`src/include/lbt_pkg.sv`:
```
// Shared constants and types of the link loopback bit error test engine.
// Assumes a 40 MHz reference clock and a 64 kbit/s link bit rate.
package lbt_pkg;
  // Timing
  localparam int CLK_PERIOD_NS = 25;
  localparam int BIT_PERIOD_NS = 15625;
  localparam int SEC_NS        = 1000000000;
  localparam int BIT_DIV       = BIT_PERIOD_NS / CLK_PERIOD_NS;
  localparam int BITS_PER_SEC  = SEC_NS / BIT_PERIOD_NS;
  // Register byte addresses
  localparam logic [7:0] A_CTRL = 8'h00;
  localparam logic [7:0] A_OCT  = 8'h04;
  localparam logic [7:0] A_ALT  = 8'h08;
  localparam logic [7:0] A_LBP  = 8'h0c;
  localparam logic [7:0] A_DUR  = 8'h10;
  localparam logic [7:0] A_THR  = 8'h14;
  localparam logic [7:0] A_DLY  = 8'h18;
  localparam logic [7:0] A_STAT = 8'h1c;
  localparam logic [7:0] A_ESEC = 8'h20;
  localparam logic [7:0] A_ETOT = 8'h24;
  localparam logic [7:0] A_CAPS = 8'h28;
  // Field positions
  localparam int C_START = 0;
  localparam int C_STOP  = 1;
  localparam int C_PAT   = 2;
  localparam int C_TYPE  = 4;
  localparam int C_ALL   = 6;
  localparam int L_SEL   = 0;
  localparam int L_LAST  = 8;
  localparam int S_ACT   = 0;
  localparam int S_DONE  = 1;
  localparam int S_FAIL  = 2;
  localparam int S_SAT   = 3;
  localparam int S_THR   = 4;
  localparam int S_STOP  = 5;
  localparam int S_REF   = 6;
  localparam int S_LBP   = 8;
  localparam int CAP_SYS = 16;
  // Reset values and limits
  localparam logic [7:0]  OCT_RST  = 8'h32;
  localparam logic [7:0]  ALT_RST  = 8'hff;
  localparam logic [16:0] DUR_RST  = 17'h00001;
  localparam logic [16:0] DUR_MAX  = 17'h15180;
  localparam logic [22:0] THR_RST  = 23'h000038;
  localparam logic [22:0] THR_MAX  = 23'h49d400;
  localparam logic [7:0]  ESEC_SAT = 8'hff;
  localparam logic [7:0]  ALT_HALF = 8'h64;
  localparam logic [7:0]  ALT_LEN  = 8'hc8;
  // Loopback command octets: tag in the top bits, loopback point below
  localparam logic [2:0]  TAG_LOOP = 3'h5;
  localparam logic [2:0]  TAG_CLR  = 3'h6;
  localparam logic [7:0]  CMD_LEN  = 8'h40;
  localparam logic [2:0]  NL_SPAN  = 3'h7;
  // Capacity and AXI response codes
  localparam int SLOTS_DEF     = 1;
  localparam int SYS_MAX_TESTS = 1024;
  localparam logic [1:0] RESP_OK  = 2'b00;
  localparam logic [1:0] RESP_ERR = 2'b10;

  typedef enum logic [1:0] {
    PAT_LONG  = 2'b00,
    PAT_SHORT = 2'b01,
    PAT_OCTET = 2'b10,
    PAT_ALT   = 2'b11
  } lbt_pat_t;

  typedef enum logic [1:0] {
    TT_AUTO = 2'b00,
    TT_MAN  = 2'b01,
    TT_NL   = 2'b10
  } lbt_type_t;

  typedef enum logic [1:0] {
    ST_IDLE  = 2'b00,
    ST_SETUP = 2'b01,
    ST_RUN   = 2'b10,
    ST_TEAR  = 2'b11
  } lbt_state_t;
endpackage

```
`src/hdl/lbt_prbs_gen.sv`:
```
// Pseudo-random sequence source for the bit error test.
// Assumes the caller steps it once per transmitted data bit.
`timescale 1ns/10ps
module lbt_prbs_gen #(
  parameter int ORDER = 11,
  parameter int TAP   = 9
) (
  // Clock and reset
  input  wire logic ref_clk_i,
  input  wire logic sys_rst_i,
  // Control
  input  wire logic clr_i,
  input  wire logic step_i,
  // Sequence
  output logic      bit_o
);
  typedef struct packed {
    logic [ORDER-1:0] sr;
  } lbt_prbs_t;

  lbt_prbs_t q;
  lbt_prbs_t d;

  // All-ones seed; the all-zero lock-up state is never entered
  always_comb begin
    d = q;
    if (clr_i) begin
      d.sr = '1;
    end else if (step_i) begin
      d.sr = {q.sr[ORDER-2:0], q.sr[ORDER-1] ^ q.sr[TAP-1]};
    end
  end

  always_ff @(posedge ref_clk_i or posedge sys_rst_i) begin
    if (sys_rst_i) begin
      q <= '1;
    end else begin
      q <= d;
    end
  end

  assign bit_o = q.sr[ORDER-1];
endmodule

```
`src/hdl/lbt_bert_engine.sv`:
```
// Bit error test engine for one signalling link port, AXI4-Lite registers.
// Assumes a far-end element loops the transmitted bits back on rx_data_i.
//
// Overview of operation
// - long pseudo-random pattern runs until stopped
// - short pseudo-random pattern runs until stopped
// - non-latching interleaves loopback command with data
// - octet mode repeats octet, default 32 hex
// - alternate 100 value octets, 100 zero octets
// - stream is continuous while test runs
// - each mismatched looped bit counts one error
// - per-second errors hold at 255, test ends
// - automatic latching sends loop-up and clear commands
// - start only on ready port, no traffic
// - up to 32 loopback points per link
// - each loopback point gets its own run
// - concurrent engines per card capped 1/8/64
// - at most 1024 tests system wide
// - run ends when duration expires, default 1s
// - run ends when errors exceed threshold
// - all points in order, abort on failure
//
// Our own choices: the placing of the registers and register access over AXI4-Lite.
`timescale 1ns/10ps
module lbt_bert_engine
  import lbt_pkg::*;
#(
  parameter int TICKS_PER_SEC = lbt_pkg::BITS_PER_SEC,
  parameter int CARD_SLOTS    = lbt_pkg::SLOTS_DEF
) (
  // Clock and reset
  input  wire logic        ref_clk_i,
  input  wire logic        sys_rst_i,
  // AXI4-Lite write
  input  wire logic [7:0]  s_axi_awaddr_i,
  input  wire logic        s_axi_awvalid_i,
  output logic             s_axi_awready_o,
  input  wire logic [31:0] s_axi_wdata_i,
  input  wire logic [3:0]  s_axi_wstrb_i,
  input  wire logic        s_axi_wvalid_i,
  output logic             s_axi_wready_o,
  output logic [1:0]       s_axi_bresp_o,
  output logic             s_axi_bvalid_o,
  input  wire logic        s_axi_bready_i,
  // AXI4-Lite read
  input  wire logic [7:0]  s_axi_araddr_i,
  input  wire logic        s_axi_arvalid_i,
  output logic             s_axi_arready_o,
  output logic [31:0]      s_axi_rdata_o,
  output logic [1:0]       s_axi_rresp_o,
  output logic             s_axi_rvalid_o,
  input  wire logic        s_axi_rready_i,
  // Port condition pins
  input  wire logic        port_powered_i,
  input  wire logic        port_in_service_i,
  input  wire logic        out_of_service_disabled_i,
  // Link
  input  wire logic        rx_data_i,
  output logic             tx_data_o,
  output logic             test_active_o,
  output logic             traffic_allow_o
);
  import lbt_pkg::*;

  localparam logic [9:0]  DIV_LAST = 10'(BIT_DIV - 1);
  localparam logic [16:0] SEC_LAST = 17'(TICKS_PER_SEC - 1);

  typedef struct packed {
    logic [3:0]  s1;
    logic [3:0]  s2;
    logic        awrdy;
    logic        bvalid;
    logic [1:0]  bresp;
    logic        arrdy;
    logic        rvalid;
    logic [1:0]  rresp;
    logic [31:0] rdata;
    logic [1:0]  pat;
    logic [1:0]  tt;
    logic        all;
    logic [7:0]  oct;
    logic [7:0]  alt;
    logic [4:0]  lsel;
    logic [4:0]  llast;
    logic [16:0] dur;
    logic [22:0] thr;
    logic [5:0]  dly;
    logic        done;
    logic        fail;
    logic        f_sat;
    logic        f_thr;
    logic        stopped;
    logic        refused;
    logic        stop_req;
    lbt_state_t  st;
    logic [4:0]  lbp;
    logic [9:0]  div;
    logic [16:0] scnt;
    logic [16:0] secs;
    logic [7:0]  ocnt;
    logic [2:0]  bph;
    logic [2:0]  slot;
    logic [7:0]  sh;
    logic        cmd;
    logic        tx;
    logic [63:0] hist;
    logic [63:0] vh;
    logic [7:0]  esec;
    logic [22:0] etot;
    logic        act;
    logic        allow;
  } lbt_eng_t;

  localparam lbt_eng_t RST = '{
    oct: OCT_RST, alt: ALT_RST, dur: DUR_RST, thr: THR_RST, st: ST_IDLE,
    tx: 1'b1, allow: 1'b1, default: '0};

  lbt_eng_t q;
  lbt_eng_t d;
  logic tick, sec_end, mism, start, launch, finish, port_ok, cmdf, txbit;
  logic step_l, step_s, pl, ps;
  logic [7:0]  obyte, esec_n;
  logic [22:0] etot_n;
  logic [31:0] wv, rd;

  function automatic logic [31:0] mrg(input logic [31:0] o, input logic [31:0] w,
                                      input logic [3:0] s);
    logic [31:0] r;
    r = o;
    for (int i = 0; i < 4; i++) begin
      if (s[i]) begin
        r[8*i +: 8] = w[8*i +: 8];
      end
    end
    return r;
  endfunction

  lbt_prbs_gen #(.ORDER(11), .TAP(9)) u_long (
    .ref_clk_i (ref_clk_i),
    .sys_rst_i (sys_rst_i),
    .clr_i     (launch),
    .step_i    (step_l),
    .bit_o     (pl)
  );

  lbt_prbs_gen #(.ORDER(9), .TAP(5)) u_short (
    .ref_clk_i (ref_clk_i),
    .sys_rst_i (sys_rst_i),
    .clr_i     (launch),
    .step_i    (step_s),
    .bit_o     (ps)
  );

  always_comb begin
    d = q;
    tick = 1'b0; sec_end = 1'b0; mism = 1'b0; start = 1'b0; launch = 1'b0;
    finish = 1'b0; cmdf = 1'b0; txbit = 1'b1; step_l = 1'b0; step_s = 1'b0;
    obyte = 8'h00; esec_n = q.esec; etot_n = q.etot; wv = 32'h0; rd = 32'h0;
    d.s1 = {rx_data_i, port_powered_i, port_in_service_i, out_of_service_disabled_i};
    d.s2 = q.s1;
    port_ok = &q.s2[2:0];
    // Bit-rate divider, one-cycle enable per link bit
    if (q.div == DIV_LAST) begin
      d.div = '0;
      tick = 1'b1;
    end else begin
      d.div = q.div + 10'h001;
    end
    // Write channel: both address and data must be offered before acceptance
    d.awrdy = s_axi_awvalid_i & s_axi_wvalid_i & ~q.awrdy & ~q.bvalid;
    if (q.bvalid & s_axi_bready_i) d.bvalid = 1'b0;
    if (q.awrdy) begin
      d.bvalid = 1'b1;
      d.bresp = RESP_OK;
      case (s_axi_awaddr_i)
        A_CTRL: begin
          wv = mrg(32'h0, s_axi_wdata_i, s_axi_wstrb_i);
          start = wv[C_START];
          if (wv[C_STOP] && q.st != ST_IDLE) d.stop_req = 1'b1;
          if (q.st == ST_IDLE && s_axi_wstrb_i[0]) begin
            d.pat = wv[C_PAT +: 2];
            d.tt = wv[C_TYPE +: 2];
            d.all = wv[C_ALL];
          end
        end
        A_OCT: begin
          wv = mrg({24'h0, q.oct}, s_axi_wdata_i, s_axi_wstrb_i);
          d.oct = wv[7:0];
        end
        A_ALT: begin
          wv = mrg({24'h0, q.alt}, s_axi_wdata_i, s_axi_wstrb_i);
          d.alt = wv[7:0];
        end
        A_LBP: begin
          wv = mrg({19'h0, q.llast, 3'h0, q.lsel}, s_axi_wdata_i, s_axi_wstrb_i);
          d.lsel = wv[L_SEL +: 5];
          d.llast = wv[L_LAST +: 5];
        end
        A_DUR: begin
          wv = mrg({15'h0, q.dur}, s_axi_wdata_i, s_axi_wstrb_i);
          d.dur = (wv == 32'h0) ? DUR_RST : (wv > {15'h0, DUR_MAX}) ? DUR_MAX : wv[16:0];
        end
        A_THR: begin
          wv = mrg({9'h0, q.thr}, s_axi_wdata_i, s_axi_wstrb_i);
          d.thr = (wv > {9'h0, THR_MAX}) ? THR_MAX : wv[22:0];
        end
        A_DLY: begin
          wv = mrg({26'h0, q.dly}, s_axi_wdata_i, s_axi_wstrb_i);
          d.dly = wv[5:0];
        end
        A_STAT, A_ESEC, A_ETOT, A_CAPS: ;
        default: d.bresp = RESP_ERR;
      endcase
    end
    // Read channel
    d.arrdy = s_axi_arvalid_i & ~q.arrdy & ~q.rvalid;
    if (q.rvalid & s_axi_rready_i) d.rvalid = 1'b0;
    if (q.arrdy) begin
      d.rvalid = 1'b1;
      d.rresp = RESP_OK;
      case (s_axi_araddr_i)
        A_CTRL: begin
          rd[C_PAT +: 2] = q.pat;
          rd[C_TYPE +: 2] = q.tt;
          rd[C_ALL] = q.all;
        end
        A_OCT: rd[7:0] = q.oct;
        A_ALT: rd[7:0] = q.alt;
        A_LBP: begin
          rd[L_SEL +: 5] = q.lsel;
          rd[L_LAST +: 5] = q.llast;
        end
        A_DUR: rd[16:0] = q.dur;
        A_THR: rd[22:0] = q.thr;
        A_DLY: rd[5:0] = q.dly;
        A_STAT: begin
          rd[S_ACT] = q.act;
          rd[S_DONE] = q.done;
          rd[S_FAIL] = q.fail;
          rd[S_SAT] = q.f_sat;
          rd[S_THR] = q.f_thr;
          rd[S_STOP] = q.stopped;
          rd[S_REF] = q.refused;
          rd[S_LBP +: 5] = q.lbp;
        end
        A_ESEC: rd[7:0] = q.esec;
        A_ETOT: rd[22:0] = q.etot;
        // One engine here; the card and system caps are enforced by software
        A_CAPS: rd = {16'(SYS_MAX_TESTS), 16'(CARD_SLOTS)};
        default: d.rresp = RESP_ERR;
      endcase
      d.rdata = rd;
    end
    // Bit source: an octet is chosen at bit phase zero and shifted out MSB first
    if (tick && q.st != ST_IDLE) begin
      if (q.bph == 3'h0) begin
        case (q.st)
          ST_SETUP: begin
            obyte = {TAG_LOOP, q.lbp};
            cmdf = 1'b1;
            d.ocnt = q.ocnt + 8'h01;
          end
          ST_TEAR: begin
            obyte = {TAG_CLR, q.lbp};
            cmdf = 1'b1;
            d.ocnt = q.ocnt + 8'h01;
          end
          default: begin
            if (q.tt == TT_NL && q.slot == NL_SPAN) begin
              obyte = {TAG_LOOP, q.lbp};
              cmdf = 1'b1;
              d.slot = 3'h0;
            end else begin
              if (q.tt == TT_NL) d.slot = q.slot + 3'h1;
              if (q.pat == PAT_OCTET) begin
                obyte = q.oct;
              end else if (q.pat == PAT_ALT) begin
                obyte = (q.ocnt < ALT_HALF) ? q.alt : 8'h00;
                d.ocnt = (q.ocnt == ALT_LEN - 8'h01) ? 8'h00 : q.ocnt + 8'h01;
              end
            end
          end
        endcase
      end else begin
        obyte = q.sh;
        cmdf = q.cmd;
      end
      step_l = q.st == ST_RUN && !cmdf && q.pat == PAT_LONG;
      step_s = q.st == ST_RUN && !cmdf && q.pat == PAT_SHORT;
      txbit = step_l ? pl : step_s ? ps : obyte[7];
      d.sh = {obyte[6:0], 1'b0};
      d.cmd = cmdf;
      d.bph = q.bph + 3'h1;
      d.tx = txbit;
      d.hist = {q.hist[62:0], txbit};
      d.vh = {q.vh[62:0], q.st == ST_RUN && !cmdf};
      // Looped bit is held against the bit sent dly+1 link bits earlier
      mism = q.vh[q.dly] & (q.s2[3] != q.hist[q.dly]);
    end
    // Test sequencing
    case (q.st)
      ST_IDLE: begin
        if (start) begin
          // Judged on the settings of the starting write itself, not the old ones
          if (!port_ok || d.tt == 2'b11 || (d.tt == TT_NL && d.pat[1])) begin
            d.refused = 1'b1;
          end else begin
            d.refused = 1'b0;
            d.done = 1'b0;
            d.fail = 1'b0;
            d.f_sat = 1'b0;
            d.f_thr = 1'b0;
            d.stopped = 1'b0;
            d.stop_req = 1'b0;
            d.lbp = d.all ? 5'h00 : q.lsel;
            launch = 1'b1;
          end
        end
      end
      ST_SETUP, ST_TEAR: begin
        if (tick && q.bph == 3'h7 && q.ocnt == CMD_LEN) begin
          if (q.st == ST_SETUP) begin
            d.st = ST_RUN;
            d.ocnt = 8'h00;
            d.bph = 3'h0;
          end else begin
            finish = 1'b1;
          end
        end
      end
      default: begin
        if (tick) begin
          sec_end = q.scnt == SEC_LAST;
          d.scnt = sec_end ? 17'h0 : q.scnt + 17'h1;
          esec_n = (mism && q.esec != ESEC_SAT) ? q.esec + 8'h01 : q.esec;
          etot_n = (mism && q.etot != '1) ? q.etot + 23'h1 : q.etot;
          d.esec = esec_n;
          d.etot = etot_n;
          if (sec_end) d.secs = q.secs + 17'h1;
          if (esec_n == ESEC_SAT) begin
            d.fail = 1'b1;
            d.f_sat = 1'b1;
            finish = 1'b1;
          end else if (etot_n > q.thr) begin
            d.fail = 1'b1;
            d.f_thr = 1'b1;
            finish = 1'b1;
          end else if (q.stop_req) begin
            d.stopped = 1'b1;
            finish = 1'b1;
          end else if (sec_end && q.secs + 17'h1 >= q.dur) begin
            finish = 1'b1;
          end else if (sec_end) begin
            d.esec = 8'h00;
          end
        end
      end
    endcase
    // End of a run: automatic latching first clears the loopback point
    if (finish) begin
      if (q.st == ST_RUN && q.tt == TT_AUTO) begin
        d.st = ST_TEAR;
        d.ocnt = 8'h00;
        d.bph = 3'h0;
      end else if (q.all && !d.fail && !d.stopped && q.lbp != q.llast) begin
        d.lbp = q.lbp + 5'h01;
        launch = 1'b1;
      end else begin
        d.st = ST_IDLE;
        d.done = 1'b1;
        d.tx = 1'b1;
      end
    end
    if (launch) begin
      // Manual latching relies on a loopback set by hand, so no commands go out
      d.st = (d.tt == TT_AUTO) ? ST_SETUP : ST_RUN;
      d.cmd = 1'b0;
      d.ocnt = 8'h00;
      d.bph = 3'h0;
      d.slot = 3'h0;
      d.scnt = 17'h0;
      d.secs = 17'h0;
      d.esec = 8'h00;
      d.etot = 23'h0;
      d.vh = 64'h0;
    end
    d.act = d.st != ST_IDLE;
    d.allow = d.st == ST_IDLE;
  end

  always_ff @(posedge ref_clk_i or posedge sys_rst_i) begin
    if (sys_rst_i) begin
      q <= RST;
    end else begin
      q <= d;
    end
  end

  assign s_axi_awready_o = q.awrdy;
  assign s_axi_wready_o  = q.awrdy;
  assign s_axi_bresp_o   = q.bresp;
  assign s_axi_bvalid_o  = q.bvalid;
  assign s_axi_arready_o = q.arrdy;
  assign s_axi_rdata_o   = q.rdata;
  assign s_axi_rresp_o   = q.rresp;
  assign s_axi_rvalid_o  = q.rvalid;
  assign tx_data_o       = q.tx;
  assign test_active_o   = q.act;
  assign traffic_allow_o = q.allow;
endmodule

```
`config.mk`:
```
export PLATFORM = sky130hd
export DESIGN_NAME = lbt_bert_engine
export DESIGN_NICKNAME = d
export VERILOG_FILES = /design/src/include/lbt_pkg.sv /design/src/hdl/lbt_prbs_gen.sv /design/src/hdl/lbt_bert_engine.sv
export SDC_FILE = /design/constraint.sdc
export NUM_CORES = 1
export LEC_CHECK = 0
export ABC_AREA = 1
export BUFFER_PORTS_ARGS = -buffer_cell sky130_fd_sc_hd__buf_2
export CAP_MARGIN = 0
export CORE_MARGIN = 2
export CORE_UTILIZATION = 60
export CTS_BUF_LIST = sky130_fd_sc_hd__clkbuf_4
export DETAILED_ROUTE_END_ITERATION = 7
export PLACE_DENSITY_LB_ADDON = 0.12
export SLEW_MARGIN = 5
export SYNTH_ARGS = -nofsm -noshare
export SYNTH_HDL_FRONTEND = slang
export SYNTH_SLANG_ARGS = --single-unit
```
`constraint.sdc`:
```
create_clock -name ref_clk_i -period 21.6 [get_ports ref_clk_i]
set_clock_uncertainty 0.2 [all_clocks]
set_input_delay 6.48 -clock ref_clk_i [delete_from_list [all_inputs] [get_ports ref_clk_i]]
set_output_delay 6.48 -clock ref_clk_i [all_outputs]
set_load 0.005 [all_outputs]
```
# Word-level counts from Yosys, hierarchy flattened
# Cells that the tools add are included.
dict set report totals {
  out_inout_bits 44
  regBits 387
  input_bits 63
  word_cells 355
}
dict set report classes {
  mux 169
  n_bitwise 15
  add_sub_neg 9
  reduce_logical 65
  order_cmp 6
  n_eq_ne 45
}
# op count
set op_table {}
lappend op_table {{8-bit 2-to-1 mux} 44}
lappend op_table {{152-bit 2-to-1 mux} 1}
lappend op_table {{95-bit 2-to-1 mux} 1}
lappend op_table {{17-bit 2-to-1 mux} 5}
lappend op_table {{11-bit 2-to-1 mux} 7}
lappend op_table {{77-bit 2-to-1 mux} 1}
lappend op_table {{23-bit 2-to-1 mux} 3}
lappend op_table {{34-bit 2-to-1 mux} 2}
lappend op_table {{8-bit by 5-bit equality test with 1-bit output, second input constant} 8}
lappend op_table {{31-bit 2-to-1 mux} 2}
lappend op_table {{5-bit 2-to-1 mux} 11}
lappend op_table {{1-bit 2-to-1 mux} 49}
lappend op_table {{8-bit by 6-bit equality test with 1-bit output, second input constant} 6}
lappend op_table {{48-bit 2-to-1 mux} 1}
lappend op_table {{35-bit 2-to-1 mux} 1}
lappend op_table {{7-bit 2-to-1 mux} 5}
lappend op_table {{17-bit by 1-bit adder with 17-bit output, second input constant} 2}
lappend op_table {{8-bit by 4-bit equality test with 1-bit output, second input constant} 4}
lappend op_table {{32-bit by 17-bit greater-than comparator with 1-bit output, second input constant} 1}
lappend op_table {{32-bit by 23-bit greater-than comparator with 1-bit output, second input constant} 1}
lappend op_table {{32-bit zero test} 1}
lappend op_table {{3-bit one-hot mux with 10 select lines} 1}
lappend op_table {{2-bit nonzero test} 13}
lappend op_table {{5-bit one-hot mux with 5 select lines} 1}
lappend op_table {{57 further kinds} 138}

# Depth between registers and ports, before layout
dict set report depth {
  depth_word 23
  mapped_depth 41
  ltp_nobuf 39
}

# Modules after synthesis
# From an unflattened synthesis, not the netlist that was laid out.
dict set report unflattened {
  cells_unflattened 2777
  area_unflattened_um2 21246.6
}
# module seq_area_each_um2 area_each_um2 n_inst cells_each
set by_module_without_submodules {}
lappend by_module_without_submodules {lbt_bert_engine 8954.8 20387.1 1 2682}
lappend by_module_without_submodules {{lbt_prbs_gen (u_long)} 289.0 471.7 1 51}
lappend by_module_without_submodules {{lbt_prbs_gen (u_short)} 236.5 387.9 1 44}

# Worst setup path before layout
# No wires, ideal clock.
dict set report synth_timing {
  path_type {input -> register}
  start {input port s_axi_awaddr_i[7]}
  end {register q[38] in the netlist's numbering}
  n_path_buf 2
  cell_stages 16
  t_arrival_ns 8.776
  required_ns 21.254
  setup_time_ns 0.146
  path_slack_ns 12.478
  cell_sequence {nor2_1 > inv_1 > nor3_2 > nand2_1 > nor4_4 > o21ai_0 > o21ai_0 > nand3_1 > nand2_1 > nand3_1 > nor2_2 > nand2_4 > nand2_4 > buf_6 > buf_6 > a211oi_2}
}
# element line_no
set synth_lines {}
lappend synth_lines {{start, declared} lbt_bert_engine.sv:35} ;# input wire logic [7:0] s_axi_awaddr_i,
lappend synth_lines {{end signal, assigned} lbt_bert_engine.sv:393} ;# q <= RST;
lappend synth_lines {{end signal, assigned} lbt_bert_engine.sv:395} ;# q <= d;
lappend synth_lines {{end, declared} lbt_bert_engine.sv:118} ;# lbt_eng_t q;

==> impl_metrics.tcl <==
set metrics [dict create \
    post_route_cells_drive_above_1_share 0.136 \
    postSynthRegisterBits 377 \
    die_w_um 192 \
    synth_enable_flop_cells 0 \
    required_ns 22.09 \
    max-slew-margin-rel 0.0949 \
    tritoncts "built" \
    worst-slew-pin-transition_ns 1.35 \
    numPortBuffers 96 \
    die_area_um2 36900 \
    crit_fanout 86 \
    synth_flop_cell "sky130_fd_sc_hd__dfrtp_1" \
    routed_via_density 5.74 \
    synth_xor_xnor_area_share 0.0186 \
    drv_slew 0 \
    postPlaceCellArea_um2 21600 \
    post_cts_hold_buffer_count 0 \
    yosys.cell_types.count 59 \
    antenna_violations_before_repair 2 \
    critical_path.endpoint_type "flop" \
    timing.max_cap.violations 0 \
    switching_power_uw 377 \
    cts_buffers 104 \
    vias 19300 \
    cellPowerDensity_nw_per_um2 64.5 \
    syn-mean-instance-area_um2 7.74 \
    clock_insertion_delay_worst_skew_ns 0.82 \
    dp_hpwl_um 40800 \
    synth-warning-count 0 \
    synthSimpleGateAreaFrac 0.245 \
    largest_family_of_logic_cells_by_synthesized_area "simple AND/OR/NAND/NOR gates" \
    finalPower_mw 1.49 \
    io_pins 107 \
    drt_iter0_drc 2126 \
    gp_routability_congestion 0.942 \
    peakVddDrop_mv 0.0485 \
    path_class "input port to flop" \
    clock_tree.htree_level_count 3 \
    layout.cells.most_common "sky130_fd_sc_hd__nand2_1" \
    synth_mux_area_frac 0.00265 \
    critical_path.startpoint_type "input port" \
    holdCritPathClass "flop to flop" \
    first_pass_iters 8 \
    finalNetCount 2934 \
    drt.antenna.violating_nets 0 \
    worst_slack_setup_final_ns 11.18 \
    wl_per_cell_um 17.5 \
    cts.reportedPaths.clkPinSlew_ns 0.07 \
    cts_setup_buffers 0 \
    drc 2 \
    place_ws_ns 10.49 \
    period_minus_slack_ns 10.42 \
    first_global_vias 18100 \
    grt_first_pass_wirelength_um 94800 \
    cts.root.buffer_cell "sky130_fd_sc_hd__clkbuf_4" \
    die_height_um 192 \
    max_freq_ghz 0.0960 \
    layout_common_cells "sky130_fd_sc_hd__nand2_1 (721), sky130_fd_sc_hd__dfrtp_1 (339), sky130_fd_sc_hd__inv_1 (330), sky130_fd_sc_hd__nor2_1 (219), sky130_fd_sc_hd__clkbuf_4 (168)" \
    cts_resized 0 \
    switching_fraction_of_total_power 0.254 \
    syn2layout_area_growth_pct 8.56 \
    p_int_mw 1.11 \
    ctsLongestPathBuffers 3 \
    final-hold-violation-count 0 \
    starting_utilization_of_the_core_area 0.611 \
    grt_remaining_overflow 0 \
    num_rows 68 \
    final_cell_area_um2 23000 \
    synth_cells 2740 \
    rsz0062_at_grt "false" \
    syn-cell-area_um2 21200 \
    power.sequential.fraction 0.492 \
    run_status "complete, but fails checks" \
    report.final.setup_viol 0 \
    detail_route.wirelength_um 58900 \
    pin_count_of_the_biggest_net_entering_global_routing 187 \
    violated_checks "design-rule violations" \
    critical_path_arrival_ns 10.91 \
    ys_async_sr_fraction 1.00 \
    pwr-share-clk 0.454 \
    layout_worst_path_cycle_share 0.482 \
    synth_compound_gate_area_share 0.154 \
    p_leak_nw 11.7 \
    finalSetupTns_ns 0 \
    power_frac_comb 0.055 \
    fillerInstances 3031 \
    synth_sequential_area_ratio 0.447 \
    clkSinkCount 377 \
    grt_util_all_layers 0.328 \
    postLayoutCoreUtil 0.664 \
    post_synth_fa_ha_maj_area_fraction 0.0318 \
    core_region_area_um2 34700 \
]
## layer usage
metal / GRT usage / wire length, µm / vias to the layer above
li1: - / - / 9206
met1: 0.486 / 26400 / 9081
met2: 0.470 / 25100 / 892
met3: 0.0857 / 6000 / 108
met4: 0.0986 / 1370 / 0
met5: 0 / 0 / -
## cell families (layout without fill, tap and decap cells)
group	Yosys count	count (layout)
XOR/XNOR	45	45
flip-flops	377	377
buffers and inverters	494	650
multiplexers	5	5
AND/OR/NAND/NOR	1237	1237
adder cells (fa/ha/maj)	54	54
other	1	12
AO/OA/AOI/OAI	527	527
## critical path: stages
cell	delay [ns]
sky130_fd_sc_hd__buf_2	0.10
sky130_fd_sc_hd__nor2_1	0.19
sky130_fd_sc_hd__inv_1	0.12
sky130_fd_sc_hd__nor3_1	0.26
sky130_fd_sc_hd__nand2_1	0.17
sky130_fd_sc_hd__nor4_4	0.35
sky130_fd_sc_hd__inv_1	0.15
sky130_fd_sc_hd__nand2_1	0.09
sky130_fd_sc_hd__o21ai_1	0.09
sky130_fd_sc_hd__o21ai_0	0.09
sky130_fd_sc_hd__nand3_1	0.37
sky130_fd_sc_hd__nand2_1	0.22
sky130_fd_sc_hd__nand3_1	0.13
sky130_fd_sc_hd__nor2_2	0.17
sky130_fd_sc_hd__nand2_4	0.14
sky130_fd_sc_hd__nand2_8	0.55
sky130_fd_sc_hd__buf_4	0.67
sky130_fd_sc_hd__nor2_1	0.33
sky130_fd_sc_hd__nand2_1	0.13
sky130_fd_sc_hd__nand2_1	0.05
## state kept, by name, summed over array words and instances, names as in the netlist
name / cells
d: 4
s_axi_rvalid_o: 1
s_axi_rresp_o: 1
u_short.q: 9
s_axi_rdata_o: 24
q: 320
test_active_o: 1
s_axi_bvalid_o: 1
s_axi_arready_o: 1
u_long.q: 11
traffic_allow_o: 1
tx_data_o: 1
s_axi_awready_o: 1
s_axi_bresp_o: 1
## cell type report
class	count	area (µm²)	share of cell area
clock inverters	26	133	0.00576
diodes	2	5.00	0.000217
inverters	343	1300	0.0564
clock buffers	168	1260	0.0547
flip-flops and latches	377	9480	0.412
multi-input cells	1878	9670	0.420
repair buffers	113	621	0.0269
well taps	455	569	0.0247
## power by group through the flow
stage,clock [mW],sequential (mW),combinational (mW)
floorplan,0,0.739,0.0623
global placement,0,0.742,0.0800
detailed placement,0,0.743,0.0811
CTS,0.689,0.730,0.0817
global route,0.726,0.731,0.0914
finish,0.674,0.730,0.0813
## cells in the mapped netlist, types with 38 or more instances
library cell / number / share of area
sky130_fd_sc_hd__o22ai_1: 60 / 0.018
sky130_fd_sc_hd__inv_1: 331 / 0.059
sky130_fd_sc_hd__nand2_1: 721 / 0.13
sky130_fd_sc_hd__a211oi_1: 43 / 0.015
sky130_fd_sc_hd__buf_4: 42 / 0.015
sky130_fd_sc_hd__nand3_1: 167 / 0.039
sky130_fd_sc_hd__o21ai_0: 152 / 0.036
sky130_fd_sc_hd__clkbuf_1: 69 / 0.012
sky130_fd_sc_hd__xor2_1: 38 / 0.016
sky130_fd_sc_hd__ha_1: 54 / 0.032
sky130_fd_sc_hd__dfrtp_1: 340 / 0.40
sky130_fd_sc_hd__a21oi_1: 152 / 0.036
sky130_fd_sc_hd__nor2_1: 220 / 0.039
## stage by stage
stage                     hold WS (ns)  cells
after global placement           0.135   3166
after global routing             0.155   3362
after detailed placement         0.135   3166
after floorplan                  0.131   2749
after CTS                        0.140   3360
final                            0.139   3362
## path summary, 6_finish.rpt
kind | depth (start not counted) | start | slack (ns) | end
worst max-delay path | 20 | s_axi_awaddr_i[1] | 11.18 | u_long.q[8]
worst min-delay path | 0 | d[362] | 0.14 | q[362]
worst max register to register | 33 | q[243] | 13.72 | u_long.q[8]
worst min register to register | 0 | d[362] | 0.14 | q[362]
max in group asynchronous | 3 | sys_rst_i | 14.00 | d[360]
min in group asynchronous | 2 | sys_rst_i | 5.65 | q[225]
Power figures use the tool's default switching activity.
